--- config.mk ---
export PLATFORM = sky130hd
export DESIGN_NAME = msr_ctrl
export DESIGN_NICKNAME = d
export VERILOG_FILES = /design/src/pkg/msr_pkg.sv /design/src/verilog/msr_ctrl.sv
export SDC_FILE = /design/constraint.sdc
export NUM_CORES = 2
export LEC_CHECK = 0
export ABC_CLOCK_PERIOD_IN_PS = 14300
export BUFFER_PORTS_ARGS = -buffer_cell sky130_fd_sc_hd__buf_2
export CELL_PAD_IN_SITES_DETAIL_PLACEMENT = 0
export CELL_PAD_IN_SITES_GLOBAL_PLACEMENT = 1
export CORE_AREA = 2 2 389 391
export CTS_CLUSTER_SIZE = 14
export DETAILED_ROUTE_END_ITERATION = 10
export DIE_AREA = 0 0 391 393
export GPL_ROUTABILITY_DRIVEN = 1
export GPL_TIMING_DRIVEN = 1
export HOLD_SLACK_MARGIN = 0.12
export PLACE_DENSITY_LB_ADDON = 0.12
export SYNTH_ARGS = -nofsm -noshare
export SYNTH_HDL_FRONTEND = slang
export SYNTH_SLANG_ARGS = --single-unit
--- constraint.sdc ---
create_clock -name core_clk -period 14.3 [get_ports core_clk]
set_input_delay 2.145 -clock core_clk [delete_from_list [all_inputs] [get_ports core_clk]]
set_output_delay 2.145 -clock core_clk [all_outputs]
set_load 0.01 [all_outputs]
--- src/pkg/msr_pkg.sv ---
// ****************************************************************
// shared constants and types for the setpoint relay controller
// ****************************************************************
package msr_pkg;

  // clock and timing
  localparam int CLK_HZ = 125_000_000;
  localparam int CLK_NS = 8;
  localparam int MS_NS = 1_000_000;
  localparam int MS_CYC = (MS_NS + CLK_NS - 1) / CLK_NS;
  localparam int BAUD_1200 = 1200;
  localparam int BAUD_2400 = 2400;
  localparam int BAUD_4800 = 4800;
  localparam int BAUD_9600 = 9600;
  localparam logic [16:0] DIV_1200 = 17'(CLK_HZ / BAUD_1200);
  localparam logic [16:0] DIV_2400 = 17'(CLK_HZ / BAUD_2400);
  localparam logic [16:0] DIV_4800 = 17'(CLK_HZ / BAUD_4800);
  localparam logic [16:0] DIV_9600 = 17'(CLK_HZ / BAUD_9600);
  // frame end: 3.5 characters of 11 bits of silence
  localparam logic [5:0] GAP_BITS = 6'h26;

  // function and exception codes
  localparam logic [7:0] FC_READ = 8'h04;
  localparam logic [7:0] FC_WRITE = 8'h10;
  localparam logic [7:0] EXC_FLAG = 8'h80;
  localparam logic [7:0] EXC_FUNC = 8'h01;
  localparam logic [7:0] EXC_ADDR = 8'h02;
  localparam logic [7:0] EXC_DATA = 8'h03;
  localparam logic [7:0] ADDR_MIN = 8'h01;
  localparam logic [7:0] ADDR_MAX = 8'hF7;

  // register map
  localparam logic [15:0] REG_PV = 16'h0000;
  localparam logic [15:0] REG_SP1 = 16'h0001;
  localparam logic [15:0] REG_LAST = 16'h0004;
  localparam logic [16:0] NUM_REGS = 17'h0_0005;
  localparam logic [15:0] SP_RESET = 16'h0000;
  localparam int NUM_CHAN = 4;

  // crc and frame buffer
  localparam logic [15:0] CRC_INIT = 16'hFFFF;
  localparam logic [15:0] CRC_POLY = 16'hA001;
  localparam int RX_DEPTH = 32;
  localparam logic [5:0] LEN_READ = 6'h08;
  localparam logic [5:0] LEN_WR_BASE = 6'h09;
  localparam logic [5:0] LEN_MIN = 6'h04;

  typedef enum logic [1:0] {SPD_1200 = 2'b00, SPD_2400 = 2'b01, SPD_4800 = 2'b10,
    SPD_9600 = 2'b11} msr_baud_e;
  typedef enum logic [1:0] {PAR_NONE = 2'b00, PAR_ODD = 2'b01, PAR_EVEN = 2'b10} msr_parity_e;
  // gray-coded frame states
  typedef enum logic [1:0] {ST_IDLE = 2'b00, ST_RECV = 2'b01, ST_EXEC = 2'b11,
    ST_SEND = 2'b10} msr_state_e;

  typedef struct packed {
    logic [7:0] station_addr;
    msr_baud_e baud;
    msr_parity_e parity;
  } msr_link_cfg_s;

  typedef struct packed {
    logic relay_sense;
    logic [15:0] switch_gap;
  } msr_chan_cfg_s;

endpackage : msr_pkg

--- src/verilog/msr_ctrl.sv ---
// How it works
// - answer only own station address 1..247
// - bit rate 1200/2400/4800/9600 selectable
// - parity odd, even or none selectable
// - eight data bits, one stop bit
// - read 04: count byte, words high first
// - write 16: echo start/count, store words
// - unknown function gives exception 01
// - start address outside map gives 02
// - bad quantity or length gives 03
// - exception: address, function, code, crc
// - reading at 0, setpoints at 1..4
// - high sense: relay on below setpoint
// - low sense: relay on above setpoint
// - hysteresis gap per channel, both senses
// - relay held for on-delay after change
// - on-delay wins over threshold crossings
// - four relays with status indicators
`timescale 1ns/10ps
`default_nettype none
module msr_ctrl #(
  parameter int MS_CYCLES = msr_pkg::MS_CYC,
  parameter int CLK_HZ_P = msr_pkg::CLK_HZ
) (
  // clock and reset
  input wire logic core_clk,
  input wire logic rst_b,
  // configuration
  input wire msr_pkg::msr_link_cfg_s link_cfg,
  input wire msr_pkg::msr_chan_cfg_s chan_cfg [msr_pkg::NUM_CHAN],
  input wire logic [15:0] on_delay_ms,
  input wire logic [15:0] process_reading,
  // serial line
  input wire logic rxd,
  output logic txd,
  output logic tx_drive_en,
  // relay outputs
  output logic [3:0] relay_on,
  output logic [3:0] relay_led,
  output logic [3:0][15:0] target_level
);

  // ****************************************************************
  // helpers
  // ****************************************************************
  function automatic logic [15:0] crc_step(input logic [15:0] c, input logic [7:0] b);
    logic [15:0] r;
    r = c ^ {8'h00, b};
    for (int i = 0; i < 8; i++)
    begin
      r = r[0] ? ((r >> 1) ^ msr_pkg::CRC_POLY) : (r >> 1);
    end
    return r;
  endfunction : crc_step

  function automatic logic par_bit(input logic [7:0] d, input msr_pkg::msr_parity_e p);
    return (p == msr_pkg::PAR_ODD) ? ~(^d) : (^d);
  endfunction : par_bit

  // ****************************************************************
  // bit timing
  // ****************************************************************
  // divisors follow the clock parameter, so a slow nominal bench clock keeps frames short
  localparam logic [16:0] DIV_1200_P = 17'(CLK_HZ_P / msr_pkg::BAUD_1200);
  localparam logic [16:0] DIV_2400_P = 17'(CLK_HZ_P / msr_pkg::BAUD_2400);
  localparam logic [16:0] DIV_4800_P = 17'(CLK_HZ_P / msr_pkg::BAUD_4800);
  localparam logic [16:0] DIV_9600_P = 17'(CLK_HZ_P / msr_pkg::BAUD_9600);
  logic [16:0] div_w;
  logic use_par_w;
  logic [3:0] nbits_w;
  assign div_w = (link_cfg.baud == msr_pkg::SPD_1200) ? DIV_1200_P :
                 (link_cfg.baud == msr_pkg::SPD_2400) ? DIV_2400_P :
                 (link_cfg.baud == msr_pkg::SPD_4800) ? DIV_4800_P :
                 DIV_9600_P;
  assign use_par_w = (link_cfg.parity != msr_pkg::PAR_NONE);
  assign nbits_w = use_par_w ? 4'h9 : 4'h8; // bits after start, minus one

  logic [16:0] tick_cnt_r;
  logic bit_tick;
  assign bit_tick = (tick_cnt_r == 17'h0_0000);

  // free running bit-rate enable for transmit and gap timing
  always_ff @(posedge core_clk or negedge rst_b)
  begin
    if (!rst_b)
      tick_cnt_r <= 17'h0_0000;
    else
      tick_cnt_r <= bit_tick ? div_w - 17'h0_0001 : tick_cnt_r - 17'h0_0001;
  end

  // ****************************************************************
  // character receiver
  // ****************************************************************
  msr_pkg::msr_state_e st_r;
  logic rx_busy_r;
  logic [16:0] rx_cnt_r;
  logic [3:0] rx_bit_r;
  logic [9:0] rx_sh_r;
  logic rx_v_r;
  logic rx_ok_r;
  logic [7:0] rx_byte_r;
  logic [9:0] rx_shn_w;
  logic [7:0] rx_data_w;
  logic rx_last_w;
  logic rx_sample_w;

  assign rx_sample_w = rx_busy_r && (rx_cnt_r == 17'h0_0000);
  assign rx_shn_w = {rxd, rx_sh_r[9:1]};
  assign rx_last_w = rx_sample_w && (rx_bit_r == nbits_w + 4'h1);
  assign rx_data_w = use_par_w ? rx_shn_w[7:0] : rx_shn_w[8:1];

  // sample mid-bit; start bit re-checked to reject glitches
  always_ff @(posedge core_clk or negedge rst_b)
  begin
    if (!rst_b)
    begin
      rx_busy_r <= 1'b0;
      rx_cnt_r <= 17'h0_0000;
      rx_bit_r <= 4'h0;
      rx_sh_r <= 10'h3FF;
      rx_v_r <= 1'b0;
      rx_ok_r <= 1'b0;
      rx_byte_r <= 8'h00;
    end
    else
    begin
      rx_v_r <= 1'b0;
      if (!rx_busy_r)
      begin
        if (!rxd && st_r != msr_pkg::ST_SEND)
        begin
          rx_busy_r <= 1'b1;
          rx_cnt_r <= div_w >> 1;
          rx_bit_r <= 4'h0;
        end
      end
      else if (rx_sample_w)
      begin
        rx_cnt_r <= div_w - 17'h0_0001;
        rx_bit_r <= rx_bit_r + 4'h1;
        if (rx_bit_r == 4'h0)
          rx_busy_r <= !rxd;
        else
          rx_sh_r <= rx_shn_w;
        if (rx_last_w)
        begin
          rx_busy_r <= 1'b0;
          rx_v_r <= 1'b1;
          rx_byte_r <= rx_data_w;
          // stop bit high and parity matching
          rx_ok_r <= rxd && (!use_par_w ||
            par_bit(rx_data_w, link_cfg.parity) == rx_shn_w[8]);
        end
      end
      else
        rx_cnt_r <= rx_cnt_r - 17'h0_0001;
    end
  end

  // ****************************************************************
  // frame capture
  // ****************************************************************
  logic [7:0] buf_r [msr_pkg::RX_DEPTH];
  logic [5:0] len_r;
  logic [15:0] crc_r;
  logic bad_r;
  logic [5:0] gap_r;
  logic frame_end_w;
  assign frame_end_w = (st_r == msr_pkg::ST_RECV) && (gap_r == msr_pkg::GAP_BITS);

  // silence counter in bit times; any character activity restarts it
  always_ff @(posedge core_clk or negedge rst_b)
  begin
    if (!rst_b)
      gap_r <= 6'h00;
    else if (rx_busy_r || st_r != msr_pkg::ST_RECV)
      gap_r <= 6'h00;
    else if (bit_tick && gap_r != msr_pkg::GAP_BITS)
      gap_r <= gap_r + 6'h01;
  end

  // request decode
  logic [7:0] fc_w;
  logic [15:0] start_w;
  logic [15:0] qty_w;
  logic [16:0] span_w;
  logic [7:0] bc_w;
  logic frame_ok_w;
  logic qty_bad_w;
  logic start_bad_w;
  logic [7:0] exc_w;
  assign fc_w = buf_r[1];
  assign start_w = {buf_r[2], buf_r[3]};
  assign qty_w = {buf_r[4], buf_r[5]};
  assign bc_w = buf_r[6];
  assign span_w = {1'b0, start_w} + {1'b0, qty_w};
  assign frame_ok_w = !bad_r && len_r >= msr_pkg::LEN_MIN && crc_r == 16'h0000 &&
    buf_r[0] == link_cfg.station_addr && link_cfg.station_addr >= msr_pkg::ADDR_MIN &&
    link_cfg.station_addr <= msr_pkg::ADDR_MAX;
  assign qty_bad_w = (qty_w == 16'h0000) || ({1'b0, qty_w} > msr_pkg::NUM_REGS) ||
    ((fc_w == msr_pkg::FC_READ) ? (len_r != msr_pkg::LEN_READ) :
     ({2'b00, qty_w[6:0], 1'b0} != {2'b00, bc_w} ||
      {2'b00, len_r} != {2'b00, msr_pkg::LEN_WR_BASE} + {2'b00, bc_w}));
  assign start_bad_w = (start_w > msr_pkg::REG_LAST) || (span_w > msr_pkg::NUM_REGS) ||
    (fc_w == msr_pkg::FC_WRITE && start_w == msr_pkg::REG_PV);
  assign exc_w = (fc_w != msr_pkg::FC_READ && fc_w != msr_pkg::FC_WRITE) ? msr_pkg::EXC_FUNC :
                 qty_bad_w ? msr_pkg::EXC_DATA :
                 start_bad_w ? msr_pkg::EXC_ADDR : 8'h00;

  // ****************************************************************
  // frame sequencer
  // ****************************************************************
  logic [7:0] exc_r;
  logic [5:0] tx_len_r;
  logic [5:0] tx_idx_r;
  logic [15:0] tx_crc_r;
  logic [10:0] tx_sh_r;
  logic [3:0] tx_bits_r;
  logic [7:0] tx_byte_w;
  logic [7:0] tx_out_w;
  logic [4:0] rd_off_w;
  logic [15:0] rd_word_w;
  logic [15:0] sp_r [msr_pkg::NUM_CHAN];
  logic tx_load_w;
  logic tx_done_w;

  assign rd_off_w = 5'(tx_idx_r - 6'h03);
  assign rd_word_w = (start_w[2:0] + 3'(rd_off_w >> 1) == 3'h0) ? process_reading :
    sp_r[2'(start_w[2:0] + 3'(rd_off_w >> 1) - 3'h1)];
  assign tx_byte_w = (tx_idx_r == 6'h00) ? buf_r[0] :
    (tx_idx_r == 6'h01) ? (exc_r != 8'h00 ? fc_w | msr_pkg::EXC_FLAG : fc_w) :
    (exc_r != 8'h00) ? exc_r :
    (fc_w == msr_pkg::FC_WRITE) ? buf_r[5'(tx_idx_r)] :
    (tx_idx_r == 6'h02) ? {qty_w[6:0], 1'b0} :
    (rd_off_w[0] ? rd_word_w[7:0] : rd_word_w[15:8]);
  assign tx_out_w = (tx_idx_r < tx_len_r) ? tx_byte_w :
    (tx_idx_r == tx_len_r) ? tx_crc_r[7:0] : tx_crc_r[15:8]; // crc low first
  assign tx_load_w = (st_r == msr_pkg::ST_SEND) && bit_tick && tx_bits_r == 4'h0 &&
    tx_idx_r != tx_len_r + 6'h02;
  assign tx_done_w = (st_r == msr_pkg::ST_SEND) && bit_tick && tx_bits_r == 4'h0 &&
    tx_idx_r == tx_len_r + 6'h02;

  // capture, execute and answer; receiver is gated off while sending
  always_ff @(posedge core_clk or negedge rst_b)
  begin
    if (!rst_b)
    begin
      st_r <= msr_pkg::ST_IDLE;
      len_r <= 6'h00;
      crc_r <= msr_pkg::CRC_INIT;
      bad_r <= 1'b0;
      exc_r <= 8'h00;
      tx_len_r <= 6'h00;
    end
    else
    begin
      case (st_r)
        msr_pkg::ST_IDLE:
          if (rx_v_r)
          begin
            st_r <= msr_pkg::ST_RECV;
            len_r <= 6'h01;
            crc_r <= crc_step(msr_pkg::CRC_INIT, rx_byte_r);
            bad_r <= !rx_ok_r;
          end
        msr_pkg::ST_RECV:
          if (frame_end_w)
            st_r <= msr_pkg::ST_EXEC;
          else if (rx_v_r)
          begin
            len_r <= (len_r == 6'(msr_pkg::RX_DEPTH)) ? len_r : len_r + 6'h01;
            crc_r <= crc_step(crc_r, rx_byte_r);
            bad_r <= bad_r || !rx_ok_r || len_r == 6'(msr_pkg::RX_DEPTH);
          end
        msr_pkg::ST_EXEC:
        begin
          exc_r <= exc_w;
          tx_len_r <= (exc_w != 8'h00) ? 6'h03 :
            (fc_w == msr_pkg::FC_WRITE) ? 6'h06 : 6'h03 + {qty_w[4:0], 1'b0};
          st_r <= frame_ok_w ? msr_pkg::ST_SEND : msr_pkg::ST_IDLE;
        end
        msr_pkg::ST_SEND:
          if (tx_done_w)
            st_r <= msr_pkg::ST_IDLE;
        default:
          st_r <= msr_pkg::ST_IDLE;
      endcase
    end
  end

  // frame bytes are stored by plain write port
  always_ff @(posedge core_clk)
  begin
    if (rx_v_r && (st_r == msr_pkg::ST_IDLE || (st_r == msr_pkg::ST_RECV &&
        len_r < 6'(msr_pkg::RX_DEPTH))))
      buf_r[(st_r == msr_pkg::ST_IDLE) ? 5'h00 : len_r[4:0]] <= rx_byte_r;
  end

  // ****************************************************************
  // character transmitter
  // ****************************************************************
  always_ff @(posedge core_clk or negedge rst_b)
  begin
    if (!rst_b)
    begin
      tx_sh_r <= 11'h7FF;
      tx_bits_r <= 4'h0;
      tx_idx_r <= 6'h00;
      tx_crc_r <= msr_pkg::CRC_INIT;
    end
    else if (st_r != msr_pkg::ST_SEND)
    begin
      tx_idx_r <= 6'h00;
      tx_crc_r <= msr_pkg::CRC_INIT;
      tx_sh_r <= 11'h7FF;
    end
    else if (tx_load_w)
    begin
      // start, data lsb first, optional parity, stop
      tx_sh_r <= use_par_w ? {1'b1, par_bit(tx_out_w, link_cfg.parity), tx_out_w, 1'b0} :
        {2'b11, tx_out_w, 1'b0};
      tx_bits_r <= nbits_w + 4'h1;
      tx_idx_r <= tx_idx_r + 6'h01;
      if (tx_idx_r < tx_len_r)
        tx_crc_r <= crc_step(tx_crc_r, tx_out_w);
    end
    else if (bit_tick && tx_bits_r != 4'h0)
    begin
      tx_sh_r <= {1'b1, tx_sh_r[10:1]};
      tx_bits_r <= tx_bits_r - 4'h1;
    end
  end

  assign txd = tx_sh_r[0];
  assign tx_drive_en = (st_r == msr_pkg::ST_SEND);

  // ****************************************************************
  // setpoint registers and relay channels
  // ****************************************************************
  logic [16:0] ms_cnt_r;
  logic ms_tick;
  assign ms_tick = (ms_cnt_r == 17'(MS_CYCLES - 1));

  // millisecond enable for the on-delay hold
  always_ff @(posedge core_clk or negedge rst_b)
  begin
    if (!rst_b)
      ms_cnt_r <= 17'h0_0000;
    else
      ms_cnt_r <= ms_tick ? 17'h0_0000 : ms_cnt_r + 17'h0_0001;
  end

  logic [15:0] hold_r [msr_pkg::NUM_CHAN];
  logic [3:0] want_on_w;

  for (genvar g = 0; g < msr_pkg::NUM_CHAN; g++)
  begin : g_chan
    logic [15:0] gidx_w;
    logic wr_hit_w;
    logic [4:0] wr_pos_w;
    logic [16:0] pv_gap_w;
    logic [16:0] sp_gap_w;
    assign gidx_w = 16'(g) + msr_pkg::REG_SP1;
    assign wr_hit_w = (st_r == msr_pkg::ST_EXEC) && frame_ok_w && exc_w == 8'h00 &&
      fc_w == msr_pkg::FC_WRITE && gidx_w >= start_w && {1'b0, gidx_w} < span_w;
    assign wr_pos_w = 5'h07 + {gidx_w[3:0] - start_w[3:0], 1'b0};
    assign pv_gap_w = {1'b0, process_reading} + {1'b0, chan_cfg[g].switch_gap};
    assign sp_gap_w = {1'b0, sp_r[g]} + {1'b0, chan_cfg[g].switch_gap};
    // off at the setpoint, back on only beyond the gap
    assign want_on_w[g] = chan_cfg[g].relay_sense ?
      (relay_on[g] ? process_reading < sp_r[g] : pv_gap_w < {1'b0, sp_r[g]}) :
      (relay_on[g] ? process_reading > sp_r[g] : {1'b0, process_reading} > sp_gap_w);

    // setpoint store, high byte first
    always_ff @(posedge core_clk or negedge rst_b)
    begin
      if (!rst_b)
        sp_r[g] <= msr_pkg::SP_RESET;
      else if (wr_hit_w)
        sp_r[g] <= {buf_r[wr_pos_w], buf_r[wr_pos_w + 5'h01]};
    end

    // relay changes only with the hold expired
    always_ff @(posedge core_clk or negedge rst_b)
    begin
      if (!rst_b)
      begin
        relay_on[g] <= 1'b0;
        hold_r[g] <= 16'h0000;
      end
      else if (hold_r[g] != 16'h0000)
        hold_r[g] <= ms_tick ? hold_r[g] - 16'h0001 : hold_r[g];
      else if (want_on_w[g] != relay_on[g])
      begin
        relay_on[g] <= want_on_w[g];
        hold_r[g] <= on_delay_ms;
      end
    end

    assign target_level[g] = sp_r[g];
  end

  assign relay_led = relay_on;

  logic [16:0] pv_gap_chk;
  assign pv_gap_chk = {1'b0, process_reading} + {1'b0, chan_cfg[0].switch_gap};
endmodule : msr_ctrl
`default_nettype wire

# Yosys cells after proc, flatten, opt, wreduce, memory -nomap -nowiden
# Memories as Yosys holds them, arrays and structs flattened. A register that Yosys moved wholly into a read port is not among the register bits.
# Cells that the tools add are included.
# classes
add_sub_neg,41
order_cmp,33
n_eq_ne,42
n_mux,124
n_bitwise,36
n_reduce_logical,102
# ops
operator,n
two-way mux 16 bit,46
adder 16 x 16 -> 17 bit,9
two-way mux 17 bit,6
two-way mux 8 bit,10
NOT 2 -> 3 bit,25
> comparator 16 x 17 -> 1 bit,4
< comparator 17 x 16 -> 1 bit,4
> comparator 16 bit,4
< comparator 16 bit,4
nonzero test 16 bit,4
"subtractor 16 x 1 -> 16 bit, second input constant",4
two-way mux 6 bit,10
"subtractor 17 x 1 -> 17 bit, second input constant",3
logical NOT 16 bit,3
logical NOT 17 bit,2
"< comparator 2 x 17 -> 1 bit, first input constant",2
two-way mux 11 bit,3
binary-select mux 16 bit (select 2 bit),1
"greater-or-equal comparator 2 x 16 -> 1 bit, first input constant",2
"> comparator 16 x 3 -> 1 bit, second input constant",2
case mux 16 bit (2 select lines),1
bitwise XOR 16 x 8 -> 16 bit,2
logical AND 1 bit,31
two-way mux 1 bit,29
other kinds (74),167
# totals
regBits,226
ram_bits,256
input_bits,115
out_inout_bits,74
memories,1
# mem_list
memory,words,width,read_ports,rd_ports_with_merged_regs,write_ports,line_no,rtl
buf_r,32,8,16,8,1,msr_ctrl.sv:163,logic [7:0] buf_r [msr_pkg::RX_DEPTH];

# Depth between registers and ports, before layout
# logic_depth
word_depth,35
depth_mapped,28
depth_no_buf,26

# Worst setup path after synthesis
# Ideal clock, no wire load.
# synth_timing
kind,in2reg
start,in chan_cfg[51] (netlist bit)
end,reg hold_r[55] (netlist bit)
setup_time_ps,94
arrival_ps,6818
required_time_ps,14206
setup_slack_ps,7388
path_stages,27
path_cell_list,ha_1 > fa_1 > a21o_1 > a21oi_1 > o21bai_1 > a21oi_1 > o21bai_1 > a21oi_1 > o311ai_0 > nor2_1 > nor2_1 > nor2_1 > o21bai_1 > a21oi_1 > xor2_1 > ha_1 > a2111oi_0 > o21ai_0 > a21oi_1 > a221oi_1 > o31ai_1 > o2bb2ai_1 > and2_1 > clkbuf_1 > clkbuf_1 > nor3_1 > a211oi_1
# synth_via
elab_chain_cells,7
word_cells_on_any_way,10
cone_classes,add/sub (2); order compare (2); eq/ne (1); mux (3); reduce/logical (2)
# synth_rtl
item,line_no,rtl
"start, declared",msr_ctrl.sv:30,"input wire msr_pkg::msr_chan_cfg_s chan_cfg [msr_pkg::NUM_CHAN],"
adder 16 x 16 -> 17 bit (on tied branches),-,
> comparator 16 x 17 -> 1 bit or < comparator 17 x 16 -> 1 bit (tied branches),"msr_ctrl.sv:372, msr_ctrl.sv:371",
two-way mux 1 bit (on tied branches),"msr_ctrl.sv:372, msr_ctrl.sv:371",
two-way mux 1 bit *,msr_ctrl.sv:370,assign want_on_w[g] = chan_cfg[g].relay_sense ?
inequality test 1 bit *,msr_ctrl.sv:393,else if (want_on_w[g] != relay_on[g])
nonzero test 2 bit (no source line) *,-,
AND reduction 2 bit (no source line) *,-,
"end signal, assigned by index",msr_ctrl.sv:392,hold_r[g] <= ms_tick ? hold_r[g] - 16'h0001 : hold_r[g];
"end signal, assigned by index",msr_ctrl.sv:396,hold_r[g] <= on_delay_ms;
"end, declared",msr_ctrl.sv:353,logic [15:0] hold_r [msr_pkg::NUM_CHAN];
# Mark *: on every way between the ends. The rest lies on a longest branch, timed or not.
# A chain may end at the register's enable or synchronous reset.

# Final worst setup path
# layout_timing
start,in chan_cfg[34] (netlist bit)
end,reg hold_r[47] (netlist bit)
# layout_via
elab_chain_cells,7
word_cells_on_any_way,10
cone_classes,add/sub (2); order compare (2); eq/ne (1); mux (3); reduce/logical (2)
# layout_rtl
item,line_no
adder 16 x 16 -> 17 bit (on tied branches),"msr_ctrl.sv:368, msr_ctrl.sv:367"
> comparator 16 x 17 -> 1 bit or < comparator 17 x 16 -> 1 bit (tied branches),"msr_ctrl.sv:372, msr_ctrl.sv:371"
two-way mux 1 bit (on tied branches),"msr_ctrl.sv:372, msr_ctrl.sv:371"
two-way mux 1 bit *,msr_ctrl.sv:370
inequality test 1 bit *,msr_ctrl.sv:393
nonzero test 2 bit (no source line) *,-
AND reduction 2 bit (no source line) *,-
# Marked as above.

==> key figures <==
Status
  – Status: finished clean

Worst setup path
  – Slowest CP cell: a211oi_2
  – Crit-path cells: buf_2 -> ha_1 -> fa_1 -> a21o_1 -> a21oi_1 -> o21bai_1 -> a21o_1 -> a21oi_1 -> o21ai_0 -> o41ai_1 -> o21ai_0 -> a21oi_1 -> xor2_1 -> ha_1 -> o21a_1 -> o21a_1 -> o21ai_0 -> a2111oi_0 -> o221a_2 -> o22ai_1 -> a211oi_2 -> nand2_1 -> a221oi_1 -> o21a_1
  – Crit path max-delay family: compound AO/OA/AOI/OAI gates
  – WS Path Type: in -> reg
  – Max incr delay on CP: roughly 670 ps
  – Capturing element type of the critical path: flip-flop
  – Worst Path Arrival: around 8000 ps
  – Worst path bufs/invs: 1
  – Critical Path RT: ~15000 ps
  – Maximum fanout along the worst path: 14
  – Startpoint types: primary input

Floorplan
  – Initial core utilization: roughly 30%
  – Row cnt: about 140
  – Die Wd: roughly 390 um
  – Core box area: 149000 sq um
  – Die ar.: between 150000 and 200000 sq um
  – Total I/O pin count: ~190
  – Vert. Die Dim: 393 um

STA
  – Fin crit period: ~7500 ps
  – Sum Neg Setup Slack: 0 ps
  – Hold Fails Final Rpt: 0
  – F_max: 0.134 GHz
  – Max Clock Skew: around 37 ps
  – Post-route setup slack: 6830 ps
  – Worst rel slew slack: between 10% and 20%
  – Final worst path period share: a little over half
  – Hold WS: 482 ps
  – # setup viols final: 0
  – Worst slew pin tran: 1200 ps
  – Unrepaired setup endpoints after global routing: no
  – Slew Limit Fails: 0

Placement
  – Place WS: between 6000 and 7000 ps
  – Post-DP Area: ~48000 sq um
  – Placed wire-length estimate: 139000 um
  – GP Congestion: a little under 0.9
  – IO Port Bufs: roughly 190

Global route
  – Antenna violations before repair: 17
  – GRT Overall Usage: between 20 and 25%
  – Vias in the first global route: roughly 36k
  – Remaining Overflow, GRT: 0
  – First-pass GRT wire length: about 270000 um
  – Pin count of the biggest net entering global routing: approximately 110

Detailed routing
  – Drt pass-1 iters: 5
  – Routed wire per std cell: roughly 30 um
  – Post-DRT Antenna Nets: 0
  – DR iter-0 viols: roughly 3.1k
  – Residual DRC: 0
  – Vias/cell: 5.78
  – Routed wire length: approximately 190000 um
  – Via count: roughly 36k

CTS
  – Reg clk slew, reported paths: around 60 ps
  – Hold Buf Count CTS: 0
  – CTS buffer count: 72
  – Post-cts resize count: 0
  – Worst-skew pair later-pin latency: ~670 ps
  – Clock Path Buffers: 3
  – Clock Sinks: approximately 540
  – # Post-CTS Setup Buffers: 0
  – CTS root buf: clkbuf_16
  – CTS tree: done
  – H-tree Lvls: 3

Logic synthesis
  – Synth Warn #: 0
  – Post-synthesis async set-or-reset flop share: 52.4%
  – FF+latch count, synth: between 500 and 600
  – Post-synthesis sequential area ratio: about a third
  – Synth Cell Area: between 40000 and 50000 sq um
  – EDFF count, synth: between 200 and 300
  – Yosys cell types: 99
  – Top FF cell, synth: edfxtp_1
  – Post-Syn Nets: between 4k and 5k
  – Post-Synthesis Cells: approximately 4k
  – Avg Cell Area, Syn: 11.2 sq um

Finish
  – Area Growth Syn to Fin: 13.2%
  – Share of cells above drive strength 1: between 20% and 30%
  – Final Core Density: roughly a third
  – Nets: ~4.7k
  – Final Instance Area: roughly 51000 sq um

Pwr
  – Worst VDD drop: around 77 uV
  – Leak Pwr: around 18 nW
  – PwrDens: 79.4 nW/um^2

Worst hold path
  – Min-delay worst type: reg -> reg

Job
  – Number of max-cap violations: 0
layout by cell type, fill, tap and decap left out, types with 89 or more instances in the layout:
master and count:
nor2_1 257, nand2_1 237, xor2_1 104, edfxtp_1 256
nor3_1 105, a21oi_1 275, a21o_1 89, o21ai_0 173
buf_4 91, mux4_2 383, ha_1 386, buf_2 187
xnor2_1 171, inv_1 196, dfrtp_1 228
kinds of logic after synthesis:
logic type,after synthesis,share of synthesized area (%)
XOR/XNOR,293,5.96
buffers and inverters,382,3.49
flip-flops,538,33.2
AO/OA/AOI/OAI,891,12.7
AND/OR/NAND/NOR,988,10.8
adder cells (fa/ha/maj),399,11.3
multiplexers,509,22.5
registers in the layout, summed over array words and instances (netlist names), 8 cells and up:
signal,cells
tx_crc_r,16
hold_r,64
rx_cnt_r,17
target_level,64
buf_r,256
tx_sh_r,10
crc_r,16
tick_cnt_r,17
ms_cnt_r,17
rx_byte_r,8
rx_sh_r,9
cell type report:
class                      count  area, sq um
clock buffer                  96         2040
fill                       15000        98700
multi-input combinational   3080        28500
clock inverter                34          339
sequential                   538        14800
antenna                        6         15.0
inverter                     201          762
tap                         1944         2430
timing repair buffer         280         1650
cells in the mapped netlist (all sizes together), types with 13 or more instances:
master,number,area [sq um]
ha,387,4840
mux4,386,8700
a21oi,275,1380
nor2,270,1010
edfxtp,256,7690
nand2,237,890
dfrtp,231,5780
inv,200,751
xnor2,185,1680
o21ai,184,928
clkbuf,115,432
nor3,106,531
xor2,106,936
a21o,89,668
nand3,73,365
buf,66,370
mux2,66,743
nand4,58,363
mux2i,57,571
o21bai,54,405
dfstp,51,1340
nor4,48,345
o21a,47,353
nor2b,45,282
a211oi,34,265
or3,30,188
a31oi,29,181
and3,23,149
o211ai,23,173
a221oi,22,193
nand2b,22,138
and2,21,131
o22ai,19,119
or2,14,87.6
a22oi,13,97.6
power breakdown:
group          internal [mW]  leakage, nW  switching (mW)
combinational          0.205         12.0           0.276
sequential              1.64         5.20          0.0351
clock                   1.08         1.17           0.771
total                   2.93         18.4            1.08
final timing paths:
kind,startpoint,end,slack [ps],depth (start not counted)
max,chan_cfg[34],hold_r[47],6830,24
min,hold_r[62],hold_r[62],480,1
max reg2reg,tx_idx_r[0],tx_crc_r[0],7200,17
min reg2reg,hold_r[62],hold_r[62],480,1
max in group asynchronous,rst_b,gap_r[0],10730,3
min in group asynchronous,rst_b,relay_led[1],1460,1
through the flow:
stage / cells / power, mW
floorplan: 4000 / 2.02
global placement: 6043 / 2.19
detailed placement: 6043 / 2.19
CTS: 6173 / 4.06
global route: 6173 / 4.18
finish: 6179 / 4.01
routing by layer:
layer	vias up	share of wire (%)	routed length, um	GRT usage, %
li1	15800	-	-	-
met1	18200	43	80600	32.4
met2	1367	46	85900	38.9
met3	292	6.9	12800	4.13
met4	16	3.9	7190	8.41
met5	-	0.053	98	0
Note: power is estimated with default switching activity, not from simulation.
